$ cat src/pkg/hmp_defs.svh
`ifndef HMP_DEFS_SVH
`define HMP_DEFS_SVH

// ==========================================
// widths
`define HMP_DATA_W 16
`define HMP_ADDR_W 18

// ==========================================
// register select codes (multiplexed mode)
`define HMP_SEL_CTRL 2'h0
`define HMP_SEL_DATA_INC 2'h1
`define HMP_SEL_ADDR 2'h2
`define HMP_SEL_DATA 2'h3

// ==========================================
// control register bit positions
`define HMP_CTRL_EXT_SEL 0
`define HMP_CTRL_CORE_IRQ 1
`define HMP_CTRL_HOST_IRQ 2
`define HMP_CTRL_PREF_EN 4

// ==========================================
// status register bit positions (addr_reg sits in bits 17..0)
`define HMP_STAT_BUSY 18
`define HMP_STAT_MUX 19
`define HMP_STAT_PREF_VALID 20

// ==========================================
// bus map and answers
`define HMP_OFS_CTRL 32'h0000_0000
`define HMP_OFS_STATUS 32'h0000_0004
`define HMP_ADDR_DEC_MASK 32'h0000_00FC
`define HMP_HSIZE_WORD 3'h2
`define HMP_HTRANS_NONSEQ 2'h2
`define HMP_HRESP_OKAY 1'h0
`define HMP_CTRL_RESET 16'h0000

`endif

$ cat src/pkg/hmp_pkg.sv
`include "hmp_defs.svh"

package hmp_pkg;

    typedef enum logic [1:0] {
        HMP_IDLE,
        HMP_DMA,
        HMP_DONE
    } hmp_fsm_type;

    // host pins as sampled through the synchroniser
    typedef struct packed {
        logic mux_sel;
        logic cs_n;
        logic ds1_n;
        logic ds2_n;
        logic rw;
        logic as_n;
        logic [1:0] sel;
        logic [`HMP_ADDR_W-1:0] addr;
        logic [`HMP_DATA_W-1:0] data;
    } hmp_pins_type;

    // request to the auxiliary dma channel
    typedef struct packed {
        logic valid;
        logic we;
        logic [`HMP_ADDR_W-1:0] addr;
        logic [`HMP_DATA_W-1:0] wdata;
    } hmp_dma_req_type;

    typedef struct packed {
        hmp_pins_type sync1;
        hmp_pins_type sync2;
        logic strobe_q;
        logic as_q;
        logic [1:0] as_sel;
        logic as_rw;
        logic as_valid;
        hmp_fsm_type fsm;
        logic acc_rw;
        logic [1:0] acc_sel;
        logic acc_inc;
        logic acc_pref;
        logic [`HMP_ADDR_W-1:0] addr_reg;
        logic ext_sel;
        logic pref_en;
        logic host_irq;
        logic core_irq;
        logic pref_valid;
        logic [`HMP_DATA_W-1:0] pref_data;
        logic [`HMP_DATA_W-1:0] out_data;
        logic out_oe;
        hmp_dma_req_type dma;
        logic bus_wr;
        logic [31:0] bus_addr;
        logic [31:0] hrdata;
    } hmp_state_type;

endpackage

$ cat src/logic/hmp_host_port.sv
`timescale 1ns/1ps
`include "hmp_defs.svh"

// What this block does
// only a memory slave; no processor or dma i/o space is ever addressed
// sixteen-bit two-way data bus, driven on host reads, sampled on writes
// mode-select pin picks multiplexed or separate address and data buses
// separate mode takes an eighteen-bit host address bus
// multiplexed mode keeps an eighteen-bit address register with auto-increment
// multiplexed access starts on strobes and chip select; select, rw, address strobe steer it
// separate mode loads address from its bus; read/write alone sets direction
// control register unreachable by the host in separate mode
// every memory access goes out as a dma read or write
// ready held off while the dma transfer is pending; host waits for it
// host writing one to core-interrupt bit interrupts and wakes the dsp
// core-interrupt bit always reads zero from either side
// dsp writing one to host-interrupt bit asserts the host interrupt pin
// host clears host interrupt by writing one; writing zero does nothing
// host and dsp both reach control: interrupts, extended addressing, prefetch
// in light or deeper sleep, clocks enabled only around each memory access
// own reset releases the port while the dsp core stays in reset
// host accesses go on while the core is halted for emulation
// served by its own auxiliary dma channel, apart from the general ones
// host holds strobe, address and write data steady until ready
// core-interrupt write gives one pulse, no state kept in the bit
module hmp_host_port
    import hmp_pkg::*;
(
    input wire logic clk_sys,
    input wire logic rst,
    input wire logic port_mux_select,
    input wire logic host_chip_select_n,
    input wire logic data_strobe_one_n,
    input wire logic data_strobe_two_n,
    input wire logic host_read_write,
    input wire logic host_addr_strobe_n,
    input wire logic [1:0] reg_select_lines,
    input wire logic [`HMP_ADDR_W-1:0] host_addr_bus,
    input wire logic [`HMP_DATA_W-1:0] host_data_bus_in,
    output logic [`HMP_DATA_W-1:0] host_data_bus_out,
    output logic host_data_bus_oe,
    output logic host_wait_ready,
    output logic host_irq_n,
    output logic core_irq_request,
    output hmp_dma_req_type aux_dma_req,
    input wire logic aux_dma_ack,
    input wire logic [`HMP_DATA_W-1:0] aux_dma_rdata,
    input wire logic light_sleep,
    input wire logic deeper_sleep,
    output logic mem_clk_en,
    input wire logic hsel,
    input wire logic [31:0] haddr,
    input wire logic [1:0] htrans,
    input wire logic hwrite,
    input wire logic [2:0] hsize,
    input wire logic [31:0] hwdata,
    input wire logic hready,
    output logic hreadyout,
    output logic hresp,
    output logic [31:0] hrdata
);

    hmp_state_type s;
    hmp_state_type next_s;
    hmp_pins_type pins;
    logic strobe;
    logic strobe_rise;
    logic mux_mode;
    logic host_ctrl_wr;
    logic dsp_ctrl_wr;
    logic [`HMP_DATA_W-1:0] ctrl_view;

    // ==========================================
    // pin capture
    always_comb begin
        pins.mux_sel = port_mux_select;
        pins.cs_n = host_chip_select_n;
        pins.ds1_n = data_strobe_one_n;
        pins.ds2_n = data_strobe_two_n;
        pins.rw = host_read_write;
        pins.as_n = host_addr_strobe_n;
        pins.sel = reg_select_lines;
        pins.addr = host_addr_bus;
        pins.data = host_data_bus_in;
    end

    // bus pins are only read after two flops; the host keeps them steady
    // for the whole strobe, so the wide bus settles before it is used
    assign mux_mode = s.sync2.mux_sel;
    assign strobe = !s.sync2.cs_n && (!s.sync2.ds1_n || !s.sync2.ds2_n);
    assign strobe_rise = strobe && !s.strobe_q;

    // core-interrupt bit is never stored, so it always reads as zero
    always_comb begin
        ctrl_view = `HMP_CTRL_RESET;
        ctrl_view[`HMP_CTRL_EXT_SEL] = s.ext_sel;
        ctrl_view[`HMP_CTRL_HOST_IRQ] = s.host_irq;
        ctrl_view[`HMP_CTRL_PREF_EN] = s.pref_en;
        ctrl_view[`HMP_CTRL_CORE_IRQ] = 1'b0;
    end

    // ==========================================
    // next state
    always_comb begin
        next_s = s;
        host_ctrl_wr = 1'b0;
        next_s.sync1 = pins;
        next_s.sync2 = s.sync1;
        next_s.strobe_q = strobe;
        next_s.as_q = !s.sync2.as_n;
        next_s.core_irq = 1'b0;

        // address strobe latches select and direction for hosts that use it
        if (!s.sync2.as_n && !s.as_q) begin
            next_s.as_sel = s.sync2.sel;
            next_s.as_rw = s.sync2.rw;
            next_s.as_valid = 1'b1;
        end

        // the core halt state is never looked at: emulation stops nothing here
        case (s.fsm)
            HMP_IDLE: begin
                if (strobe_rise) begin
                    next_s.as_valid = 1'b0;
                    next_s.acc_inc = 1'b0;
                    next_s.acc_pref = 1'b0;
                    if (!mux_mode) begin
                        // separate buses: direction from read/write only
                        next_s.acc_rw = s.sync2.rw;
                        next_s.acc_sel = `HMP_SEL_DATA;
                        next_s.addr_reg = s.sync2.addr;
                        next_s.pref_valid = 1'b0;
                        next_s.dma.valid = 1'b1;
                        next_s.dma.we = !s.sync2.rw;
                        next_s.dma.addr = s.sync2.addr;
                        next_s.dma.wdata = s.sync2.data;
                        next_s.fsm = HMP_DMA;
                    end else begin
                        next_s.acc_rw = s.as_valid ? s.as_rw : s.sync2.rw;
                        next_s.acc_sel = s.as_valid ? s.as_sel : s.sync2.sel;
                        next_s.fsm = HMP_DONE;
                        case (next_s.acc_sel)
                            `HMP_SEL_CTRL: begin
                                if (next_s.acc_rw) begin
                                    next_s.out_data = ctrl_view;
                                end else begin
                                    host_ctrl_wr = 1'b1;
                                    next_s.ext_sel = s.sync2.data[`HMP_CTRL_EXT_SEL];
                                    next_s.pref_en = s.sync2.data[`HMP_CTRL_PREF_EN];
                                    next_s.core_irq = s.sync2.data[`HMP_CTRL_CORE_IRQ];
                                end
                            end
                            `HMP_SEL_ADDR: begin
                                if (next_s.acc_rw) begin
                                    next_s.out_data = s.ext_sel ?
                                        {14'h0000, s.addr_reg[17:16]} : s.addr_reg[15:0];
                                end else begin
                                    if (s.ext_sel) begin
                                        next_s.addr_reg[17:16] = s.sync2.data[1:0];
                                    end else begin
                                        next_s.addr_reg[15:0] = s.sync2.data;
                                    end
                                    next_s.pref_valid = 1'b0;
                                    // prefetch: fetch the new location before the host sees ready
                                    if (s.pref_en) begin
                                        next_s.acc_pref = 1'b1;
                                        next_s.dma.valid = 1'b1;
                                        next_s.dma.we = 1'b0;
                                        next_s.dma.addr = next_s.addr_reg;
                                        next_s.fsm = HMP_DMA;
                                    end
                                end
                            end
                            default: begin
                                next_s.acc_inc = (next_s.acc_sel == `HMP_SEL_DATA_INC);
                                if (next_s.acc_rw && s.pref_valid) begin
                                    next_s.out_data = s.pref_data;
                                    next_s.pref_valid = 1'b0;
                                    if (next_s.acc_inc) begin
                                        next_s.addr_reg = s.addr_reg + 18'h0_0001;
                                    end
                                end else begin
                                    next_s.pref_valid = 1'b0;
                                    next_s.dma.valid = 1'b1;
                                    next_s.dma.we = !next_s.acc_rw;
                                    next_s.dma.addr = s.addr_reg;
                                    next_s.dma.wdata = s.sync2.data;
                                    next_s.fsm = HMP_DMA;
                                end
                            end
                        endcase
                    end
                end
            end
            HMP_DMA: begin
                // ready stays low until the channel answers
                if (aux_dma_ack) begin
                    next_s.dma.valid = 1'b0;
                    if (s.acc_pref) begin
                        next_s.pref_data = aux_dma_rdata;
                        next_s.pref_valid = 1'b1;
                    end else if (s.acc_rw) begin
                        next_s.out_data = aux_dma_rdata;
                    end
                    if (s.acc_inc) begin
                        next_s.addr_reg = s.addr_reg + 18'h0_0001;
                    end
                    next_s.fsm = HMP_DONE;
                end
            end
            HMP_DONE: begin
                // wait for the host to drop its strobe before the next access
                if (!strobe) begin
                    next_s.fsm = HMP_IDLE;
                end
            end
            default: begin
                next_s.fsm = HMP_IDLE;
            end
        endcase
        next_s.out_oe = (next_s.fsm == HMP_DONE) && next_s.acc_rw && strobe;

        // dsp side of the control register over the bus
        dsp_ctrl_wr = s.bus_wr && ((s.bus_addr & `HMP_ADDR_DEC_MASK) == `HMP_OFS_CTRL);
        if (dsp_ctrl_wr && !host_ctrl_wr) begin
            next_s.ext_sel = hwdata[`HMP_CTRL_EXT_SEL];
            next_s.pref_en = hwdata[`HMP_CTRL_PREF_EN];
        end
        // host clear by writing one; a fresh dsp set wins over the clear
        if (host_ctrl_wr && s.sync2.data[`HMP_CTRL_HOST_IRQ]) begin
            next_s.host_irq = 1'b0;
        end
        if (dsp_ctrl_wr && hwdata[`HMP_CTRL_HOST_IRQ]) begin
            next_s.host_irq = 1'b1;
        end

        // bus address phase
        next_s.bus_wr = 1'b0;
        if (hsel && hready && htrans == `HMP_HTRANS_NONSEQ) begin
            next_s.bus_addr = haddr;
            next_s.bus_wr = hwrite && (hsize == `HMP_HSIZE_WORD);
            if ((haddr & `HMP_ADDR_DEC_MASK) == `HMP_OFS_CTRL) begin
                next_s.hrdata = {16'h0000, ctrl_view};
            end else if ((haddr & `HMP_ADDR_DEC_MASK) == `HMP_OFS_STATUS) begin
                next_s.hrdata = 32'h0000_0000;
                next_s.hrdata[`HMP_ADDR_W-1:0] = s.addr_reg;
                next_s.hrdata[`HMP_STAT_BUSY] = (s.fsm != HMP_IDLE);
                next_s.hrdata[`HMP_STAT_MUX] = mux_mode;
                next_s.hrdata[`HMP_STAT_PREF_VALID] = s.pref_valid;
            end else begin
                next_s.hrdata = 32'h0000_0000;
            end
        end
    end

    // ==========================================
    // state register; rst is the port's own reset pin, kept apart from the core reset
    always_ff @(posedge clk_sys) begin
        if (rst) begin
            s <= '0;
            s.sync1.cs_n <= 1'b1;
            s.sync2.cs_n <= 1'b1;
            s.sync1.ds1_n <= 1'b1;
            s.sync2.ds1_n <= 1'b1;
            s.sync1.ds2_n <= 1'b1;
            s.sync2.ds2_n <= 1'b1;
            s.sync1.as_n <= 1'b1;
            s.sync2.as_n <= 1'b1;
            s.fsm <= HMP_IDLE;
        end else begin
            s <= next_s;
        end
    end

    // ==========================================
    // outputs
    assign host_data_bus_out = s.out_data;
    assign host_data_bus_oe = s.out_oe;
    assign host_wait_ready = (s.fsm == HMP_DONE);
    assign host_irq_n = !s.host_irq;
    assign core_irq_request = s.core_irq;
    // the request carries only a memory address: no i/o space select exists
    assign aux_dma_req = s.dma;
    // in sleep the memory clocks run only while a transfer is in flight
    assign mem_clk_en = !(light_sleep || deeper_sleep) || s.dma.valid;
    assign hreadyout = 1'b1;
    assign hresp = `HMP_HRESP_OKAY;
    assign hrdata = s.hrdata;
endmodule

$ cat config.mk
export PLATFORM = sky130hd
export DESIGN_NAME = hmp_host_port
export DESIGN_NICKNAME = d
export VERILOG_FILES = /design/src/pkg/hmp_pkg.sv /design/src/logic/hmp_host_port.sv
export VERILOG_INCLUDE_DIRS = /design/src /design/src/pkg
export SDC_FILE = /design/constraint.sdc
export NUM_CORES = 1
export LEC_CHECK = 0
export BUFFER_PORTS_ARGS = -buffer_cell sky130_fd_sc_hd__buf_2
export CAP_MARGIN = 25
export CORE_MARGIN = 4
export CORE_UTILIZATION = 40
export DETAILED_ROUTE_END_ITERATION = 10
export GPL_TIMING_DRIVEN = 0
export SETUP_SLACK_MARGIN = 0.1
export SYNTH_ARGS = -nofsm -noshare
export SYNTH_HDL_FRONTEND = slang
export SYNTH_SLANG_ARGS = --single-unit
$ cat constraint.sdc
create_clock -name clk_sys -period 3.25 [get_ports clk_sys]
set_input_delay 0.65 -clock clk_sys [delete_from_list [all_inputs] [get_ports clk_sys]]
set_output_delay 0.65 -clock clk_sys [all_outputs]
set_load 0.02 [all_outputs]
==> results.yml, run 1 <==
floorplan:
  die_area_um2: 26820
  rows: 56
  die-height_um: 163.8
  core-area_um2: 23680
  die_x_um: 163.8
  io_pins: 226
  start_util: 0.4099
worst_setup_path:
  arrival_ns: 2.96
  r2r_end: "ctrl_view[2]$_SDFFE_PP0P_"
  r2r_cells: 8
  cp-startpoint: "s[164]$_SDFF_PP0_"
  end_kind: "flop"
  crit_fanout: 10
  worstReg2RegStart: "s[164]$_SDFF_PP0_"
  start_kind: "flop"
  required_ns: 3.62
  crit_type: "reg2reg"
  cp-endpoint: "ctrl_view[2]$_SDFFE_PP0P_"
  reg2reg_slack_ns: 0.66
synthesis:
  synth_edf_count: 0
  synth.distinct_cells: 77
  synth_top_area_frac: 0.4434
  synth_area_leaders: "dfxtp_1, buf_4, mux2i_1"
  yosysTopAreaCell: "dfxtp_1"
  ys_seq_area_frac: 0.4434
  synthArstFlopShare: 0
  syn_area_per_cell_um2: 8.784
  syn_inst: 1105
  synth_seq_cells: 215
  synth_area_um2: 9707
  synthFlopType: "dfxtp_1"
  ys.warnings.count: 0
clock_network:
  cts_resized: 0
  root_buffer: "clkbuf_16"
  cts_tree: "done"
  clock_latency_ns: 0.51
  cts_buffers: 24
  clk_pin_slew_ns: 0.06
  cts_setup_buffers: 0
  cts_num_sinks: 215
  clk_path_buf_depth: 3
  htreeDepth: 1
  hold_buffers: 0
layout:
  final_cell_mix: "dfxtp_1, buf_2, nor2_1, nand2_1, buf_4"
  nFillCells: 2359
  drive_gt1_frac: 0.2627
  area_delta_synth_final_pct: 21.69
  diodes: 0
  nNetsFinal: 1435
  layout_commonest_cell: "dfxtp_1"
flow_run:
  maxCapViolations: 0
timing:
  worst_pin_slew_ns: 0.9862
  fin_setup_tns_ns: 0
  setup_viol: 0
  fmax_mhz: 386.0
  layout_min_cycle_time_ns: 2.591
  finClkSkew_ns: 0.009022
  hold_viol: 0
  fin_crit_sh: 0.7972
  slew_violations: 0
  fin_ws_ns: 0.6590
  slew_headroom: 0.3375
  rsz0062_at_grt: "false"
placed_design:
  place_ws_ns: 0.3667
  finalWeightedCongestion: 0.9429
  dpl.hpwl_um: 22470
  portBuffers: 157
routing:
  drt_iter0_drc: 625
  final_antenna_net_count: 0
  via_per_inst: 5.094
  drcViolationCount: 0
  wl_per_cell_um: 18.35
  vias: 8334
  drt_wl_total_um: 30020
  drt-pass1-iter-count: 8
global_route:
  antenna_found_initial: 0
  grt_max_degree: 15
  grt_pass1_wl_um: 45960
  grt_overflow_total: 0
  gr-usage-all-layers: 0.2200
  grt_pass1_vias: 7880
status:
  status: "complete, no violations"
power_and_ir_drop:
  ir_drop_uv: 302.8
  power_density_nw_per_um2: 511.9
  p_leak_nw: 4.823
min_path:
  hold_path.class: "in2reg"
## critical path: stages, from the launching register on
cell and delay [ns]:
dfxtp_1 0.31, buf_4 0.14, clkbuf_8 0.17, mux2i_1 0.49, nand2_1 0.14, nor3_1 0.82, nand2_1 0.14, a32oi_1 0.18
nor2_1 0.05
## cells by family (layout without fill, tap and decap cells)
| family | Yosys count | in the layout | share of synthesized area |
|---|---|---|---|
| adder cells (fa/ha/maj) | 1 | 1 | 0.001289 |
| XOR/XNOR | 6 | 6 | 0.005414 |
| AND/OR/NAND/NOR | 411 | 411 | 0.2069 |
| buffers and inverters | 175 | 376 | 0.1110 |
| flip-flops | 215 | 215 | 0.4434 |
| other | 2 | 13 | 0.0007737 |
| multiplexers | 71 | 71 | 0.07528 |
| AO/OA/AOI/OAI | 224 | 224 | 0.1560 |
## state kept, by name, indices dropped and copies added, names as in the netlist
register	count
s	94
next_s	42
aux_dma_req	36
hrdata	21
host_data_bus_out	16
ctrl_view	3
core_irq_request	1
host_data_bus_oe	1
mux_mode	1
## Yosys cell counts, types with 7 or more instances
master	count
nand2_1	99
buf_4	91
a22oi_1	32
o21ai_0	26
and3_1	10
dfxtp_1	215
a221oi_1	8
a21oi_1	57
buf_2	8
nand3b_1	8
mux2_2	8
nand3_1	13
o32ai_1	7
a211oi_1	23
mux2i_1	61
clkbuf_1	56
nor2_1	136
nor2b_1	83
or2_2	8
a21oi_2	8
a31oi_1	28
nor3_1	20
inv_1	9
## per-layer routing
metal | global-route usage | vias up | routed length, µm
li1 | - | 4100 | -
met1 | 0.3091 | 3836 | 13510
met2 | 0.3499 | 349 | 13380
met3 | 0.04040 | 49 | 2327
met4 | 0.05757 | 0 | 805
met5 | 0 | - | 0
## power by group
| part | total [mW] | internal, mW | leakage (nW) | switching (mW) |
|---|---|---|---|---|
| Clock | 2.95 | 1.86 | 0.436 | 1.09 |
| Combinational | 0.370 | 0.144 | 2.64 | 0.226 |
| Sequential | 2.73 | 2.69 | 1.75 | 0.0366 |
| Total | 6.05 | 4.70 | 4.82 | 1.35 |
## cell type report
class / count / area [µm²] / share of cell area
clock buffer: 33 / 715.7 / 0.06059
sequential: 215 / 4304 / 0.3644
clock inverter: 11 / 163.9 / 0.01388
buffer: 166 / 1044 / 0.08834
timing repair buffer: 157 / 785.8 / 0.06652
tap: 319 / 399.1 / 0.03379
multi-input combinational: 726 / 4367 / 0.3697
inverter: 9 / 33.78 / 0.002860
## how the worst min path moves through the flow
stage                           startpoint                 to  depth (start not counted)
floorplan           next_s[206]$_SDFF_PP1_  s[206]$_SDFF_PP1_                          1
global placement    next_s[206]$_SDFF_PP1_  s[206]$_SDFF_PP1_                          1
detailed placement  next_s[210]$_SDFF_PP1_  s[210]$_SDFF_PP1_                          1
CTS                               hsize[0]   s[64]$_SDFF_PP0_                          2
global route                      hsize[0]   s[64]$_SDFF_PP0_                          2
finish                            hsize[0]   s[64]$_SDFF_PP0_                          2
## metrics by stage
stage	util	cell area (µm²)	total power, mW	instances	hold WS, ns
after floorplan	-	9748	2.999	1116	0.3895
after global placement	0.4616	10930	3.152	1592	0.3934
after detailed placement	0.4616	10930	3.155	1592	0.3923
after CTS	0.4988	11810	6.112	1636	0.2875
after global routing	0.4988	11810	6.269	1636	0.2944
final	0.4988	11810	6.047	1636	0.3018
Power figures use the tool's default switching activity.
==> run 2: changes to the inputs <==
==> constraint.sdc (replaced) <==
create_clock -name clk_sys -period 2.6 [get_ports clk_sys]
set_input_delay 0.52 -clock clk_sys [delete_from_list [all_inputs] [get_ports clk_sys]]
set_output_delay 0.52 -clock clk_sys [all_outputs]
set_load 0.02 [all_outputs]
==> run 2 against run 1 <==
Compared with the run above: fmax up 6.9%; sequential share of layout area down 0.10 points; clock power up 25%; hold slack worse by 0.13 ns; non-clock buffer count up 2; routed wire length down 0.13%; clock skew about the same; sequential power up 25%; utilization up 0.14 points; via count down 0.58%; cell count up 0.12%; first-iteration DRC count up 5.3%; critical path type unchanged; critical endpoint is now s[148]$_SDFFE_PP0P_; largest power group unchanged.
==> results.yml, run 2 (synthesized netlist as in run 1, its figures left out) <==
status:
  status: "complete, no violations"
worst_setup_path:
  critPathTopFamily: "simple AND/OR/NAND/NOR gates"
  r2r_end: "s[148]$_SDFFE_PP0P_"
  reg2reg_slack_ns: 0.18
  crit_path_top_delay_cell: "clkbuf_1"
  r2r_cells: 7
  crit_buf_inv: 1
  arrival_ns: 2.79
  max_stage_delay_ns: 0.47
  cp_num_cells: 7
  start_kind: "flop"
  crit_type: "reg2reg"
  worstReg2RegStart: "s[139]$_SDFFE_PP0P_"
  cp-startpoint: "s[139]$_SDFFE_PP0P_"
  required_ns: 2.97
  crit_fanout: 10
  end_kind: "flop"
  critical_path.cell_chain: "clkbuf_1 -> and4_1 -> nand3_1 -> a21oi_1 -> nor2_1 -> a211oi_1 -> o32ai_1"
power_and_ir_drop:
  p_sw_frac: 0.2239
  clkPwrFrac: 0.488
  ir_drop_uv: 378.4
  p_leak_nw: 4.843
  power_density_nw_per_um2: 638.7
  power_mw: 7.566
  intPower_mw: 5.872
  p_sw_mw: 1.694
  sequentialPowerShare: 0.451
  p_comb_frac: 0.061
floorplan:
  io_pins: 226
  die_area_um2: 26820
  start_util: 0.4099
  rows: 56
  die-height_um: 163.8
  die_x_um: 163.8
  core-area_um2: 23680
timing:
  slew_violations: 0
  hold_viol: 0
  fin_crit_sh: 0.9323
  holdWs_ns: 0.1705
  rsz0062_at_grt: "false"
  slew_headroom: 0.3801
  fmax_mhz: 412.6
  layout_min_cycle_time_ns: 2.424
  setup_viol: 0
  finClkSkew_ns: 0.009052
  worst_pin_slew_ns: 0.9242
clock_network:
  hold_buffers: 0
  cts_tree: "done"
  clk_path_buf_depth: 3
  clock_latency_ns: 0.51
  cts_num_sinks: 215
  cts_buffers: 24
  root_buffer: "clkbuf_16"
  clk_pin_slew_ns: 0.06
  htreeDepth: 1
flow_run:
  maxCapViolations: 0
layout:
  seq_area_um2: 4304
  drive_gt1_frac: 0.2669
  diodes: 0
  area_delta_synth_final_pct: 22.04
  regMostFlops: "s"
  layout_commonest_cell: "dfxtp_1"
  multi_input_area_um2: 4383
  largest_reg_flops: 94
  final_cell_mix: "dfxtp_1, buf_2, nor2_1, nand2_1, buf_4"
  nFillCells: 2354
  nNetsFinal: 1437
routing:
  drcViolationCount: 0
  drt_wl_total_um: 29980
  wl_per_cell_um: 18.30
  drt-pass1-iter-count: 5
  vias: 8286
  via_per_inst: 5.059
  drt_iter0_drc: 658
  final_antenna_net_count: 0
placed_design:
  finalWeightedCongestion: 0.9429
  dpl.hpwl_um: 22470
  portBuffers: 157
global_route:
  grt_pass1_wl_um: 45970
  gr-usage-all-layers: 0.2201
  grt_max_degree: 15
  grt_pass1_vias: 7884
  antenna_found_initial: 0
  grt_overflow_total: 0
min_path:
  hold_path.class: "in2reg"
  worstHoldStart: "hsize[0]"
  holdPathEnd: "s[64]$_SDFF_PP0_"
  min_delay_path_depth: 2
-- run 2: area by class of cell --
class                      instances  area share
clock buffer                      33     0.06041
multi-input combinational        726      0.3700
buffer                           166     0.08830
timing repair buffer             159     0.06760
sequential                       215      0.3633
tap                              319     0.03369
clock inverter                    11     0.01384
inverter                           9    0.002852
-- run 2: how the worst max path moves through the flow --
stage,end,slack (ns)
finish,s[148]$_SDFFE_PP0P_,0.18
CTS,aux_dma_req[15]$_SDFFE_PP0P_,0.11
detailed placement,s[36]$_SDFFE_PP0P_,-0.15
global route,s[156]$_SDFFE_PP0P_,0.13
floorplan,s[156]$_SDFFE_PP0P_,0.62
global placement,s[35]$_SDFFE_PP0P_,-0.03
-- run 2: metal layers --
| metal | vias to the layer above | global-route usage | routed length (µm) |
|---|---|---|---|
| li1 | 4103 | - | - |
| met1 | 3830 | 0.3089 | 13440 |
| met2 | 308 | 0.3499 | 13490 |
| met3 | 45 | 0.04090 | 2268 |
| met4 | 0 | 0.05757 | 780 |
| met5 | - | 0 | 0 |
-- run 2: worst reg2reg max path, delay by kind of cell (launching register included) --
| kind | cells | cell delay, ns |
|---|---|---|
| and+or+nand+nor | 3 | 0.75 |
| AOI/OAI and AO/OA | 3 | 0.73 |
| buffers and inverters | 1 | 0.47 |
| DFF | 1 | 0.33 |
-- run 2: through the flow --
stage / TNS (ns) / utilization / std cells / instance area [µm²] / worst slack [ns]
2_1_floorplan: 0 / - / 1116 / 9748 / 0.6172
4_1_cts: 0 / 0.4990 / 1636 / 11820 / 0.1115
5_1_grt: 0 / 0.5002 / 1638 / 11850 / 0.1253
3_5_place_dp: -2.156 / 0.4616 / 1592 / 10930 / -0.1533
6_report: 0 / 0.5002 / 1638 / 11850 / 0.1761
3_3_place_gp: -0.2807 / 0.4616 / 1592 / 10930 / -0.03079
-- run 2: power by group through the flow --
| stage | Combinational, mW | Sequential (mW) | Clock [mW] |
|---|---|---|---|
| 2_1_floorplan | 0.286 | 3.46 | 0 |
| 3_3_place_gp | 0.457 | 3.48 | 0 |
| 3_5_place_dp | 0.459 | 3.48 | 0 |
| 4_1_cts | 0.461 | 3.41 | 3.77 |
| 5_1_grt | 0.508 | 3.42 | 3.91 |
| 6_report | 0.465 | 3.41 | 3.69 |
-- run 2: what timing repair did --
item,in CTS,in global routing
gates cloned,0,0
buffers inserted,0,2
pin swaps,0,1
resized for setup,1,5
endpoints found under the setup margin,3,19
